`config.mk`:
```
export PLATFORM = sky130hd
export DESIGN_NAME = pwmadf_top
export DESIGN_NICKNAME = d
export VERILOG_FILES = /design/src/rtl/pwmadf_pkg.sv /design/src/rtl/pwmadf_top.sv
export SDC_FILE = /design/constraint.sdc
export NUM_CORES = 1
export LEC_CHECK = 0
export BUFFER_PORTS_ARGS = -buffer_cell sky130_fd_sc_hd__buf_2
export CORE_MARGIN = 3
export CORE_UTILIZATION = 50
export DETAILED_ROUTE_END_ITERATION = 8
export PLACE_DENSITY = 0.82
export RECOVER_POWER = 50
export SLEW_MARGIN = 20
export SYNTH_ARGS = -nofsm -noshare
export SYNTH_HDL_FRONTEND = slang
export SYNTH_SLANG_ARGS = --single-unit
export TNS_END_PERCENT = 10
```
`constraint.sdc`:
```
create_clock -name clk -period 4.5 [get_ports clk]
set_input_delay 0.675 -clock clk [delete_from_list [all_inputs] [get_ports clk]]
set_output_delay 0.675 -clock clk [all_outputs]
set_load 0.05 [all_outputs]
```
`src/rtl/pwmadf_pkg.sv`:
```
// Shared constants and carrier types for the PWM action, dead-band and output block
package pwmadf_pkg;

  // ----------------------------------------------------------------
  // Widths and counts
  // ----------------------------------------------------------------
  localparam int CNT_W   = 16;  // Counter, load and compare width
  localparam int DB_W    = 12;  // Dead-band delay count width
  localparam int NUM_EVT = 6;   // Counter events per generator

  // ----------------------------------------------------------------
  // Event bit positions
  // ----------------------------------------------------------------
  localparam int EV_ZERO = 0;
  localparam int EV_LOAD = 1;
  localparam int EV_AUP  = 2;
  localparam int EV_ADN  = 3;
  localparam int EV_BUP  = 4;
  localparam int EV_BDN  = 5;

  // Events each output listens to, and the match events
  localparam logic [NUM_EVT-1:0] EVT_A_MASK     = 6'h0F;
  localparam logic [NUM_EVT-1:0] EVT_B_MASK     = 6'h33;
  localparam logic [NUM_EVT-1:0] EVT_MATCH_MASK = 6'h3C;

  // ----------------------------------------------------------------
  // Per-event action codes, two bits per event
  // ----------------------------------------------------------------
  localparam logic [1:0] ACT_NONE = 2'h0;
  localparam logic [1:0] ACT_TOG  = 2'h1;
  localparam logic [1:0] ACT_LOW  = 2'h2;
  localparam logic [1:0] ACT_HIGH = 2'h3;

  // ----------------------------------------------------------------
  // Reset and step values
  // ----------------------------------------------------------------
  localparam logic [CNT_W-1:0] CNT_RST = 16'h0000;
  localparam logic [DB_W-1:0]  DB_RST  = 12'h000;
  localparam logic [CNT_W-1:0] CNT_ONE = 16'h0001;
  localparam logic [DB_W-1:0]  DB_ONE  = 12'h001;

  // ----------------------------------------------------------------
  // Per-generator configuration, driven by the control logic
  // ----------------------------------------------------------------
  typedef struct packed {
    logic                   run;          // Counter enable
    logic                   updown;       // 1: up/down, 0: down only
    logic                   sync_load;    // Load value waits for global update
    logic                   sync_cmp;     // Compare values wait for global update
    logic                   stop_on_halt; // Stop at zero during debug halt
    logic                   db_en;        // Dead-band pair mode
    logic [CNT_W-1:0]       load_val;
    logic                   load_wr;      // One-cycle write strobe
    logic [CNT_W-1:0]       cmpa_val;
    logic                   cmpa_wr;
    logic [CNT_W-1:0]       cmpb_val;
    logic                   cmpb_wr;
    logic [2*NUM_EVT-1:0]   act_a;        // Actions for first output
    logic [2*NUM_EVT-1:0]   act_b;        // Actions for second output
    logic [DB_W-1:0]        db_rise;
    logic [DB_W-1:0]        db_fall;
    logic [NUM_EVT-1:0]     int_sel;
    logic [NUM_EVT-1:0]     trig_sel;
  } pwmadf_gen_cfg_t;

  // ----------------------------------------------------------------
  // Per-generator status seen outside
  // ----------------------------------------------------------------
  typedef struct packed {
    logic [CNT_W-1:0] count;
    logic             dir;       // 1 while counting up
    logic             stalled;   // Stopped by debug halt
    logic             intr;      // One-cycle interrupt pulse
    logic             adc_trig;  // One-cycle trigger pulse
  } pwmadf_gen_stat_t;

  // ----------------------------------------------------------------
  // Per-generator internal state
  // ----------------------------------------------------------------
  typedef struct packed {
    logic [CNT_W-1:0] cnt;
    logic             dir;
    logic             stall;
    logic [CNT_W-1:0] ld_act;
    logic [CNT_W-1:0] ca_act;
    logic [CNT_W-1:0] cb_act;
    logic [CNT_W-1:0] ld_sh;
    logic [CNT_W-1:0] ca_sh;
    logic [CNT_W-1:0] cb_sh;
    logic             ld_pend;
    logic             ca_pend;
    logic             cb_pend;
    logic             arm;
    logic             gen_out_first;
    logic             gen_out_second;
    logic [DB_W-1:0]  rcnt;
    logic [DB_W-1:0]  fcnt;
    logic             intr;
    logic             trig;
  } pwmadf_gen_st_t;

endpackage : pwmadf_pkg

```
`src/rtl/pwmadf_top.sv`:
```
// PWM generator back end: event actions, dead-band, fault handling and output stage
`timescale 1ns/1ps

// Behaviour
// - Down mode: zero, load, A-down, B-down events
// - Up/down mode: six events incl. up matches
// - Matches coinciding with zero/load skip output actions
// - First output uses A match, second B
// - Per event action: none, toggle, low, high
// - Dead-band off: generated signals pass unchanged
// - Dead-band on: first output rising-edge delayed
// - Second output inverted, rising edge delayed
// - Selected events raise generator interrupt
// - Selected events emit ADC trigger pulse
// - Interrupt and trigger use raw events
// - Global synchronous reset of chosen counters
// - Immediate update takes effect at zero
// - Sync update waits for request, then zero
// - Update mode chosen per generator
// - Fault pin is the only fault; debug halt is not one
// - Fault forces enabled outputs inactive
// - Active fault can raise an interrupt
// - Debug halt: run on or stop at zero
// - Debug halt never raises an interrupt
// - One enable word gates outputs to pins
// - Optional per-output inversion to active low
// - Counter gives direction, zero and load pulses
// - Compare above load never matches
module pwmadf_top #(
  parameter int NGEN = 3
) (
  input  wire logic                                  clk,
  input  wire logic                                  rst_n,
  input  wire pwmadf_pkg::pwmadf_gen_cfg_t [NGEN-1:0] gen_cfg,
  input  wire logic                                  upd_req,
  input  wire logic [NGEN-1:0]                       sync_rst,
  input  wire logic [2*NGEN-1:0]                     out_en,
  input  wire logic [2*NGEN-1:0]                     out_inv,
  input  wire logic [2*NGEN-1:0]                     fault_en,
  input  wire logic                                  fault_int_en,
  input  wire logic                                  debug_halt,
  input  wire logic                                  fault_pin,
  output logic      [2*NGEN-1:0]                     pwm_pin,
  output logic                                       fault_intr,
  output pwmadf_pkg::pwmadf_gen_stat_t [NGEN-1:0]    gen_stat
);

  // ----------------------------------------------------------------
  // State
  // ----------------------------------------------------------------
  typedef struct packed {
    pwmadf_pkg::pwmadf_gen_st_t [NGEN-1:0] gen;
    logic                                  fault_s1;
    logic                                  fault_s2;
    logic [2*NGEN-1:0]                     pin;
    logic                                  fault_intr;
  } pwmadf_state_t;

  pwmadf_state_t state_q;
  pwmadf_state_t state_d;

  logic [pwmadf_pkg::NUM_EVT-1:0] evt      [NGEN];
  logic [NGEN-1:0]                db_first;
  logic [NGEN-1:0]                db_second;

  // Applies one action code to the present output level
  function automatic logic act_apply(input logic cur, input logic [1:0] code);
    logic r;
    r = cur;
    unique case (code)
      pwmadf_pkg::ACT_NONE: r = cur;
      pwmadf_pkg::ACT_TOG:  r = ~cur;
      pwmadf_pkg::ACT_LOW:  r = 1'b0;
      pwmadf_pkg::ACT_HIGH: r = 1'b1;
    endcase
    return r;
  endfunction : act_apply

  // ----------------------------------------------------------------
  // Per-generator event decode and dead-band shaping
  // ----------------------------------------------------------------
  for (genvar g = 0; g < NGEN; g++) begin : g_evt
    logic act;
    logic zero_p;
    logic load_p;
    logic ma;
    logic mb;

    // Frozen generators give no events at all
    assign act    = gen_cfg[g].run & ~state_q.gen[g].stall;
    assign zero_p = act & (state_q.gen[g].cnt == pwmadf_pkg::CNT_RST);
    assign load_p = act & (state_q.gen[g].cnt == state_q.gen[g].ld_act);
    // Compare above load is masked off so it can never fire
    assign ma = act & (state_q.gen[g].cnt == state_q.gen[g].ca_act)
              & (state_q.gen[g].ca_act <= state_q.gen[g].ld_act);
    assign mb = act & (state_q.gen[g].cnt == state_q.gen[g].cb_act)
              & (state_q.gen[g].cb_act <= state_q.gen[g].ld_act);

    // Direction qualifies matches; dir stays low in down mode
    assign evt[g][pwmadf_pkg::EV_ZERO] = zero_p;
    assign evt[g][pwmadf_pkg::EV_LOAD] = load_p;
    assign evt[g][pwmadf_pkg::EV_AUP]  = ma & state_q.gen[g].dir;
    assign evt[g][pwmadf_pkg::EV_ADN]  = ma & ~state_q.gen[g].dir;
    assign evt[g][pwmadf_pkg::EV_BUP]  = mb & state_q.gen[g].dir;
    assign evt[g][pwmadf_pkg::EV_BDN]  = mb & ~state_q.gen[g].dir;

    // Rising edge held back until the delay count is reached
    assign db_first[g]  = state_q.gen[g].gen_out_first
                        & (state_q.gen[g].rcnt >= gen_cfg[g].db_rise);
    // Inverse of the first signal, high only after the fall delay
    assign db_second[g] = ~state_q.gen[g].gen_out_first
                        & (state_q.gen[g].fcnt >= gen_cfg[g].db_fall);
  end

  // ----------------------------------------------------------------
  // Next-state logic
  // ----------------------------------------------------------------
  always_comb begin
    logic [pwmadf_pkg::NUM_EVT-1:0] ev_a;
    logic [pwmadf_pkg::NUM_EVT-1:0] ev_b;
    logic                           zl;
    logic                           apply_ld;
    logic                           apply_ca;
    logic                           apply_cb;
    logic [pwmadf_pkg::CNT_W-1:0]   ld_n;
    logic                           va;
    logic                           vb;
    logic                           ra;
    logic                           rb;
    logic                           fa;
    logic                           fb;
    ev_a     = '0;
    ev_b     = '0;
    zl       = 1'b0;
    apply_ld = 1'b0;
    apply_ca = 1'b0;
    apply_cb = 1'b0;
    ld_n     = '0;
    va       = 1'b0;
    vb       = 1'b0;
    ra       = 1'b0;
    rb       = 1'b0;
    fa       = 1'b0;
    fb       = 1'b0;
    state_d  = state_q;

    // Fault pin comes from outside; two flops before use
    state_d.fault_s1 = fault_pin;
    state_d.fault_s2 = state_q.fault_s1;
    // Debug halt is deliberately left out of this term
    state_d.fault_intr = state_q.fault_s2 & fault_int_en;

    for (int g = 0; g < NGEN; g++) begin
      // Pending value updates, applied only on a zero event
      zl       = evt[g][pwmadf_pkg::EV_ZERO] | evt[g][pwmadf_pkg::EV_LOAD];
      apply_ld = evt[g][pwmadf_pkg::EV_ZERO] & state_q.gen[g].ld_pend
               & (~gen_cfg[g].sync_load | state_q.gen[g].arm);
      apply_ca = evt[g][pwmadf_pkg::EV_ZERO] & state_q.gen[g].ca_pend
               & (~gen_cfg[g].sync_cmp | state_q.gen[g].arm);
      apply_cb = evt[g][pwmadf_pkg::EV_ZERO] & state_q.gen[g].cb_pend
               & (~gen_cfg[g].sync_cmp | state_q.gen[g].arm);
      ld_n = apply_ld ? state_q.gen[g].ld_sh : state_q.gen[g].ld_act;
      state_d.gen[g].ld_act = ld_n;
      if (apply_ld) begin
        state_d.gen[g].ld_pend = 1'b0;
      end
      if (apply_ca) begin
        state_d.gen[g].ca_act  = state_q.gen[g].ca_sh;
        state_d.gen[g].ca_pend = 1'b0;
      end
      if (apply_cb) begin
        state_d.gen[g].cb_act  = state_q.gen[g].cb_sh;
        state_d.gen[g].cb_pend = 1'b0;
      end
      // Arm is spent on the next zero event, whether or not that event applies anything
      if (evt[g][pwmadf_pkg::EV_ZERO]) begin
        state_d.gen[g].arm = 1'b0;
      end
      if (upd_req) begin
        state_d.gen[g].arm = 1'b1;
      end
      // A write in the same cycle as an apply stays pending
      if (gen_cfg[g].load_wr) begin
        state_d.gen[g].ld_sh   = gen_cfg[g].load_val;
        state_d.gen[g].ld_pend = 1'b1;
      end
      if (gen_cfg[g].cmpa_wr) begin
        state_d.gen[g].ca_sh   = gen_cfg[g].cmpa_val;
        state_d.gen[g].ca_pend = 1'b1;
      end
      if (gen_cfg[g].cmpb_wr) begin
        state_d.gen[g].cb_sh   = gen_cfg[g].cmpb_val;
        state_d.gen[g].cb_pend = 1'b1;
      end

      // Counter walk; counting up, a count at or above the load turns down at load minus one
      if (gen_cfg[g].run && !state_q.gen[g].stall) begin
        if (!gen_cfg[g].updown) begin
          state_d.gen[g].dir = 1'b0;
          if (evt[g][pwmadf_pkg::EV_ZERO]) begin
            state_d.gen[g].cnt = ld_n;
          end else begin
            state_d.gen[g].cnt = state_q.gen[g].cnt - pwmadf_pkg::CNT_ONE;
          end
        end else if (state_q.gen[g].dir) begin
          if (state_q.gen[g].cnt >= ld_n) begin
            state_d.gen[g].dir = 1'b0;
            state_d.gen[g].cnt = (ld_n == pwmadf_pkg::CNT_RST) ? ld_n
                                 : ld_n - pwmadf_pkg::CNT_ONE;
          end else begin
            state_d.gen[g].cnt = state_q.gen[g].cnt + pwmadf_pkg::CNT_ONE;
          end
        end else begin
          if (state_q.gen[g].cnt == pwmadf_pkg::CNT_RST) begin
            state_d.gen[g].dir = 1'b1;
            state_d.gen[g].cnt = (ld_n == pwmadf_pkg::CNT_RST) ? ld_n
                                 : pwmadf_pkg::CNT_ONE;
          end else begin
            state_d.gen[g].cnt = state_q.gen[g].cnt - pwmadf_pkg::CNT_ONE;
          end
        end
      end

      // Debug halt: stop once zero is reached, resume on release
      if (!debug_halt || !gen_cfg[g].stop_on_halt) begin
        state_d.gen[g].stall = 1'b0;
      end else if (evt[g][pwmadf_pkg::EV_ZERO]) begin
        state_d.gen[g].stall = 1'b1;
        state_d.gen[g].cnt   = pwmadf_pkg::CNT_RST;
      end

      // Global sync reset wins over the walk
      if (sync_rst[g]) begin
        state_d.gen[g].cnt = pwmadf_pkg::CNT_RST;
        state_d.gen[g].dir = 1'b0;
      end

      // Output actions, zero first then load then matches
      ev_a = evt[g] & pwmadf_pkg::EVT_A_MASK;
      ev_b = evt[g] & pwmadf_pkg::EVT_B_MASK;
      if (zl) begin
        ev_a = ev_a & ~pwmadf_pkg::EVT_MATCH_MASK;
        ev_b = ev_b & ~pwmadf_pkg::EVT_MATCH_MASK;
      end
      va = state_q.gen[g].gen_out_first;
      vb = state_q.gen[g].gen_out_second;
      for (int e = 0; e < pwmadf_pkg::NUM_EVT; e++) begin
        if (ev_a[e]) begin
          va = act_apply(va, gen_cfg[g].act_a[2*e +: 2]);
        end
        if (ev_b[e]) begin
          vb = act_apply(vb, gen_cfg[g].act_b[2*e +: 2]);
        end
      end
      state_d.gen[g].gen_out_first  = va;
      state_d.gen[g].gen_out_second = vb;

      // Dead-band delay counters saturate at the programmed delay
      if (!state_q.gen[g].gen_out_first) begin
        state_d.gen[g].rcnt = pwmadf_pkg::DB_RST;
      end else if (state_q.gen[g].rcnt < gen_cfg[g].db_rise) begin
        state_d.gen[g].rcnt = state_q.gen[g].rcnt + pwmadf_pkg::DB_ONE;
      end
      if (state_q.gen[g].gen_out_first) begin
        state_d.gen[g].fcnt = pwmadf_pkg::DB_RST;
      end else if (state_q.gen[g].fcnt < gen_cfg[g].db_fall) begin
        state_d.gen[g].fcnt = state_q.gen[g].fcnt + pwmadf_pkg::DB_ONE;
      end

      // Raw events drive interrupt and trigger, not shaped edges
      state_d.gen[g].intr = |(evt[g] & gen_cfg[g].int_sel);
      state_d.gen[g].trig = |(evt[g] & gen_cfg[g].trig_sel);

      // Output stage: select, fault force, invert, enable
      ra = gen_cfg[g].db_en ? db_first[g]  : state_q.gen[g].gen_out_first;
      rb = gen_cfg[g].db_en ? db_second[g] : state_q.gen[g].gen_out_second;
      // Forcing before inversion keeps inverted pins inactive too
      fa = ra & ~(state_q.fault_s2 & fault_en[2*g]);
      fb = rb & ~(state_q.fault_s2 & fault_en[2*g+1]);
      state_d.pin[2*g]   = out_en[2*g]   & (fa ^ out_inv[2*g]);
      state_d.pin[2*g+1] = out_en[2*g+1] & (fb ^ out_inv[2*g+1]);
    end
  end

  // ----------------------------------------------------------------
  // State register
  // ----------------------------------------------------------------
  always_ff @(posedge clk or negedge rst_n) begin
    if (!rst_n) begin
      state_q <= '0;
    end else begin
      state_q <= state_d;
    end
  end

  // ----------------------------------------------------------------
  // Outputs, all straight from state flops
  // ----------------------------------------------------------------
  assign pwm_pin    = state_q.pin;
  assign fault_intr = state_q.fault_intr;
  for (genvar g = 0; g < NGEN; g++) begin : g_stat
    assign gen_stat[g].count    = state_q.gen[g].cnt;
    assign gen_stat[g].dir      = state_q.gen[g].dir;
    assign gen_stat[g].stalled  = state_q.gen[g].stall;
    assign gen_stat[g].intr     = state_q.gen[g].intr;
    assign gen_stat[g].adc_trig = state_q.gen[g].trig;
  end

endmodule : pwmadf_top

```
==> impl_results.md, run 1 <==
* Status: finished with violations
* Violations in the final reports: capacitance limit, slew limit
* H-tree levels at 2
* WP data required at 4.97 ns
* FF+latch area at 0.0112 mm2
* Sequential area share after synthesis at 35.9%
* Layout cells sized above 1 at around 26%
* DRC violations left at 0
* Max cap viols at 1
* DRT Wirelength at 99.8 mm
* Netlist cell types at 99
* Min Tclk post-route at 4.27 ns
* Layout overhead on the synthesized area at 15.8%
* CTS max path bufs at 3
* WHS at 0.190 ns
* Met3 Track Usage GR at 6.90%
* TritonCTS Buffers at 50
* Top-area cell type share of the netlist area at 35.9%
* GRT overflow at 0
* Die W at 256 um
* Met2 usage at 47.0%
* Logic pwr share at 43.2%
* Fin. Hold Viols at 0
* Max-slew violation count at 105
* Post-Synth Simple-Gate Area at 15.2%
* Fill cells at between 5,000 and 6,000
* Complex-gate fraction of the synthesized area at between 10% and 20%
* Final worst path period share at 95.0%
* Setup TNS at 0 ns
* Switching pwr at 7500 uW
* Worst-path clk slew at 0.06 ns
* Peak supply drop at 0.000320 V
* Synth area leaders: dfrtp_1, mux2_2, ha_1, xnor2_1, xor2_1
* Largest family of logic cells by synthesized area: simple AND/OR/NAND/NOR gates
* Adder-cell share of the synthesized area at slightly above 9%
* WP data arrival at about 4.7 ns
* Initial Util at 51.1%
* Vias at between 20,000 and 30,000
* First-pass GRT wire length at 152 mm
* Die area at about 0.065 mm2
* Final setup vio count at 0
* Worst slew margin at -83.9%
* Top_reg_cell synth: dfrtp_1
* Busiest grt layer: met2
* Clock Latency Late Sink at roughly 0.60 ns
* Area of the multi-input gates at 0.0181 mm2
* Worst-path maximum fanout at 9
* Post-DRT Antenna Nets at 0
* Mux cell area share after synthesis at 11.4%
* Yosys warning count at 0
* Least-Margin Pin Slew at 2.76 ns
* GP Congestion at 0.985
* I/O pin cnt at 445
* TritonCTS clock tree: built
* Seq pwr share at 33.6%
* Post-synth net total at ~3,900
* XOR/XNOR Fraction of Synth Area at 8.75%
* Internal at 10,900 uW
* Share of total power in the clock network at approximately 23%
* Fmax at roughly 0.23 GHz
* WL per Instance at around 22 um
* P_leak at around 0.017 uW
* Hold WC Path Type: in -> reg
* Mapped Cells at 3,266
* Gr usage total at 29.4%
* Met1 usage at 37.7%
* Root Buffer: clkbuf_16
* Area leader, netlist: dfrtp_1
* Core ar. at 0.0609 mm2
* Netlist Area Pre-Place at 0.0311 mm2
* CP endpoint kind: flip-flop
* P per Cell Area at 511 mW/mm2
* Skew final at 0.0160 ns
* Startpoint types: flip-flop
* Avg Inst Size Synth at 9.53 um2
* Final nets at 4,267
* Sw Ratio at between 40% and 50%
* Initial antenna violation count at 5
* Cell Rows at 90
* HPWL Detailed at 76.3 mm
* Synth async-reset ratio at 100%
* Clock Sinks at roughly 450
* Crit Path Class: reg -> reg
* Pin count of the biggest net entering global routing at 108
* Vias in the first global route at around 27,000
* Port buffer count at 420
* EDFF count, synth at 0
* Synth Register Bits at 447
* Initial DRC Count at 2,655
* Number of vias per cell at 6.00
* Die height at about 260 um
* First drt pass iteration count at 5
[area by class of cell]
cell class	count	share of cell area, %
well taps	828	2.87
flip-flops and latches	447	31.0
clock inverters	29	0.934
repair buffers	558	8.85
multi-input cells	2381	50.1
clock buffers	64	3.84
diodes	1	0.00694
inverters	223	2.32
[per-stage QoR]
stage | setup WS (ns) | cell area (um2) | power (uW) | cells | util, %
global route | -0.00268 | 36000 | 19500 | 4530 | 59.1
CTS | 0.191 | 36000 | 18300 | 4529 | 59.1
finish | 0.226 | 36000 | 18400 | 4531 | 59.2
global placement | 0.236 | 34300 | 13600 | 4436 | 56.3
floorplan | 0.0369 | 31100 | 11400 | 3266 | -
detailed placement | 0.207 | 34300 | 13900 | 4436 | 56.3
[flip-flops by register name, summed over array words and instances, names as in the netlist]
signal	flops
state_q	379
gen_stat	60
pwm_pin	6
fault_intr	1
state_d	1
[cell families (layout without fill, tap and decap cells)]
group                      Yosys count  after routing
xor gates and xnor gates           311            311
AOI/OAI and AO/OA                  610            610
muxes                              320            320
and+or+nand+nor                    911            911
DFF                                447            447
buffers and inverters              438            874
adders and majority gates          229            229
other                                0              1
[layout by cell type, fill, tap and decap left out, types with 9 or more instances in the layout]
cell type	count
o211ai_1	27
o221ai_1	23
and4_1	10
dfrtp_1	447
nand2_1	175
o21a_1	14
a21oi_1	140
inv_1	216
buf_2	410
xor2_1	118
nor3_1	75
xnor2_1	193
nand4_1	98
or3_1	21
nor2b_1	23
clkinv_2	10
o31ai_1	18
a21o_1	68
nor4_1	32
a22oi_1	15
o2111ai_1	9
or4_1	19
a31oi_1	23
nand3b_1	10
a211o_1	13
o21ai_0	119
a221oi_1	17
and3_1	37
ha_1	228
mux2_2	255
nand2b_1	21
nand3_1	85
mux2i_1	57
a211oi_1	27
and2_1	33
clkbuf_16	50
clkbuf_1	15
or2_2	9
buf_4	132
nor2_1	228
[layer usage]
metal	vias up	part of all wire (%)
met5	-	0.027
met1	13100	39
met4	4	5.1
met2	1420	46
li1	12400	-
met3	294	9.8
[synth_stat cells, types with 22 or more instances]
cell type,n
a21oi_1,140
xor2_1,118
nor2_1,228
clkbuf_1,103
nand4_1,98
nor4_1,32
mux2_2,256
a21o_1,68
and3_1,37
inv_1,217
xnor2_1,193
and2_1,34
a31oi_1,24
o221ai_1,23
nor3_1,75
o211ai_1,27
buf_4,73
nor2b_1,25
buf_2,22
o21ai_0,119
nand2_1,175
nand3_1,85
a211oi_1,27
ha_1,228
mux2i_1,58
dfrtp_1,447
[worst max-delay path, stage by stage (launching register included)]
cell	delay, ns
dfrtp_1	0.40
nor4_4	0.43
nand4_1	0.31
nor2_1	0.28
mux2_2	0.42
ha_1	0.30
nor3_1	0.27
o21ai_0	0.11
mux2_1	0.28
o221ai_1	0.29
o211ai_4	0.21
buf_4	0.22
or3b_1	0.38
a31oi_1	0.18
a211oi_1	0.06
[what timing repair did]
action | in CTS | in global routing
hold buffers | 0 | 0
endpoints found under the setup margin | 0 | 22
setup buffers | 0 | 1
gates resized for setup | 0 | 11
[final timing paths]
path	startpoint	endpoint	slack, ns	cells past startpoint
worst max-delay path	gen_stat[48]	gen_stat[55]	0.23	14
worst min-delay path	fault_pin	state_d[7]	0.19	1
worst max register to register	gen_stat[48]	gen_stat[55]	0.23	14
worst min register to register	state_d[7]	state_q[7]	0.36	0
max in group asynchronous	rst_n	gen_stat[12]	0.90	2
min in group asynchronous	rst_n	state_q[208]	0.97	1
[power groups by stage]
stage	Clock (uW)	Combinational [uW]	Sequential, uW
floorplan	0	5680	5690
global placement	0	7490	6150
detailed placement	0	7700	6180
CTS	4350	7780	6120
global route	4510	8750	6260
finish	4280	7940	6190
Note: power is estimated with default switching activity, not from simulation.
==> inputs of run 2 (changes only) <==
Settings changed: CORE_MARGIN 3 to default, CORE_UTILIZATION 50 to 45, GPL_TIMING_DRIVEN from default to 0, PLACE_DENSITY 0.82 to 0.76.
==> impl_results.md, run 2 (same netlist as run 1, synthesis figures left out) <==
* Worst-path maximum fanout at 8 (-1)
* WL per Instance at 22.5 um (+2.2%)
* Die height at 265 um (+3.7%)
* Seq pwr share at 32.1% (-1.5 points)
* First drt pass iteration count at 6 (+1)
* Largest register FFs at 379 (unchanged)
* GP Congestion at 0.985 (unchanged)
* Fmax at 0.223 GHz (-4.5%)
* Max cap viols at 1 (unchanged)
* P_leak at 0.0179 uW (+3.4%)
* Core ar. at 0.0685 mm2 (+12%)
* I/O pin cnt at 445 (unchanged)
* WHS at 0.230 ns (+0.0400 ns)
* Initial antenna violation count at 2 (-3)
* Flop2flop setup slack at 0.02 ns (-0.20 ns)
* Violations in the final reports: capacitance limit, slew limit
* Cell Rows at 96 (+6.7%)
* Fin. Hold Viols at 0 (unchanged)
* Setup TNS at 0 ns (unchanged)
* Area of the multi-input gates at 0.0185 mm2 (+2.5%)
* Clock Sinks at 447 (unchanged)
* Post-route setup slack at 0.0239 ns (-0.202 ns)
* Hold WC Path Type: in -> reg
* Clock Latency Late Sink at 0.62 ns (+0.02 ns)
* DRT Wirelength at 107 mm (+6.8%)
* Most frequent cells in the layout: dfrtp_1, buf_2, mux2_2
* Layout overhead on the synthesized area at 21.1%
* Gr usage total at 29.4% (+0.078 points)
* Status: finished with violations
* Logic pwr share at 42.9% (-0.3 points)
* Sw Ratio at 40.5% (-0.22 points)
* Final nets at 4,418 (+3.5%)
* Least-Margin Pin Slew at 2.25 ns (-0.506 ns)
* Die W at 265 um (+3.7%)
* Fin cells at 4,736 (+4.5%)
* Final worst path period share at 99.5% (+4.5 points)
* TritonCTS clock tree: built
* Crit Path Class: reg -> reg
* CP endpoint kind: flip-flop
* Startpoint types: flip-flop
* WP data required at 5.02 ns (+0.05 ns)
* WP data arrival at 5.00 ns (+0.26 ns)
* P per Cell Area at 517 mW/mm2 (+1.2%)
* CTS max path bufs at 3 (unchanged)
* Min Tclk post-route at 4.48 ns (+0.202 ns)
* Max-slew violation count at 38 (-64%)
* Root Buffer: clkbuf_16
* Fill cells at 6,099 (+18%)
* Most flop-heavy register: state_q
* Share of total power in the clock network at 25.0% (+1.8 points)
* Internal at 11,600 uW (+6.3%)
* Initial DRC Count at 2,604 (-1.9%)
* Placed Cells at 4,565 (+2.9%)
* Pin count of the biggest net entering global routing at 93 (-14%)
* Commonest non-fill, non-tap cell in the layout: dfrtp_1
* Initial Util at 45.5% (-5.6 points)
* HPWL Detailed at 81.3 mm (+6.6%)
* N_diodes at 0 (-1)
* Switching pwr at 7900 uW (+5.3%)
* DRC violations left at 0 (unchanged)
* Layout cells sized above 1 at 28.2% (+2.4 points)
* Worst-path clk slew at 0.07 ns (about the same)
* Skew final at 0.0203 ns (+0.00433 ns)
* Die area at 0.0702 mm2 (+7.6%)
* Number of vias per cell at 5.93 (-1.3%)
* Post-DRT Antenna Nets at 0 (unchanged)
* Peak supply drop at 0.000295 V (-7.9%)
* Final setup vio count at 0 (unchanged)
* TritonCTS Buffers at 52 (+4.0%)
* FF+latch area at 0.0112 mm2 (+0.21%)
* GRT overflow at 0 (unchanged)
* RSZ-0062 raised after global routing: yes
* Vias at 28,100 (+3.2%)
* Port buffer count at 411 (-2.1%)
* DP Worst Slack at -1.36 ns (-1.56 ns)
* Vias in the first global route at 27,500 (+3.5%)
* Worst slew margin at -50.2% (+34 points)
* H-tree levels at 2 (unchanged)
* First-pass GRT wire length at 160 mm (+5.0%)
[run 2: metrics by stage]
stage / area, um2 / total power, uW / util, %
3_5_place_dp: 34500 / 13800 / 50.3
4_1_cts: 37100 / 19100 / 54.2
5_1_grt: 37700 / 20600 / 55.1
3_3_place_gp: 34300 / 13600 / 50.1
6_report: 37700 / 19500 / 55.1
2_1_floorplan: 31100 / 11400 / -
[run 2: layout make-up]
type	count	area share (%)
Clock buffer	64	3.84
Clock inverter	32	1.42
Multi-Input combinational cell	2382	49.1
Sequential cell	447	29.7
Inverter	223	2.25
Buffer	208	3.34
Tap cell	882	2.93
Timing Repair Buffer	498	7.41
[run 2: worst max-delay path: stages (launching register included)]
cell	delay, ns
dfrtp_2	0.46
buf_6	0.18
nor4_4	0.33
buf_4	0.19
nand4_1	0.09
buf_4	0.19
nor2_4	0.16
a21o_1	0.19
inv_1	0.09
ha_1	0.30
a21o_1	0.19
a21o_1	0.17
a211o_1	0.29
o211ai_1	0.10
a21oi_2	0.13
nor4_4	0.47
buf_6	0.22
buf_4	0.15
mux2i_1	0.18
a31oi_1	0.10
nor2_1	0.20
[run 2: repair_timing]
item	in CTS	in global routing
hold buffers	1	0
gates cloned	1	1
endpoints found under the setup margin	51	51
resized for setup	109	91
hold endpoints to repair	36	0
buffers inserted	36	43
pin swaps	26	32
[run 2: worst paths after layout]
check                                     to          from  cells after the start
worst min register to register    state_q[7]    state_d[7]                      0
worst min-delay path            gen_stat[23]   sync_rst[1]                      2
min in group asynchronous        gen_stat[7]         rst_n                      2
max in group asynchronous       state_q[321]         rst_n                      4
worst max-delay path             gen_stat[8]  gen_stat[17]                     20
worst max register to register   gen_stat[8]  gen_stat[17]                     20
[run 2: routing by layer]
| metal | vias up | track usage [%] | wire (um) |
|---|---|---|---|
| li1 | 12700 | - | - |
| met1 | 13500 | 37.4 | 42400 |
| met2 | 1422 | 48.1 | 48900 |
| met3 | 369 | 5.06 | 8950 |
| met4 | 2 | 15.3 | 6240 |
| met5 | - | 0 | 8 |
[run 2: power groups by stage]
stage               clock network [uW]  logic [uW]  registers [uW]
finish                            4880        8360            6260
global route                      5110        9140            6330
CTS                               4950        7960            6190
detailed placement                   0        7600            6230
global placement                     0        7410            6220
floorplan                            0        5680            5690
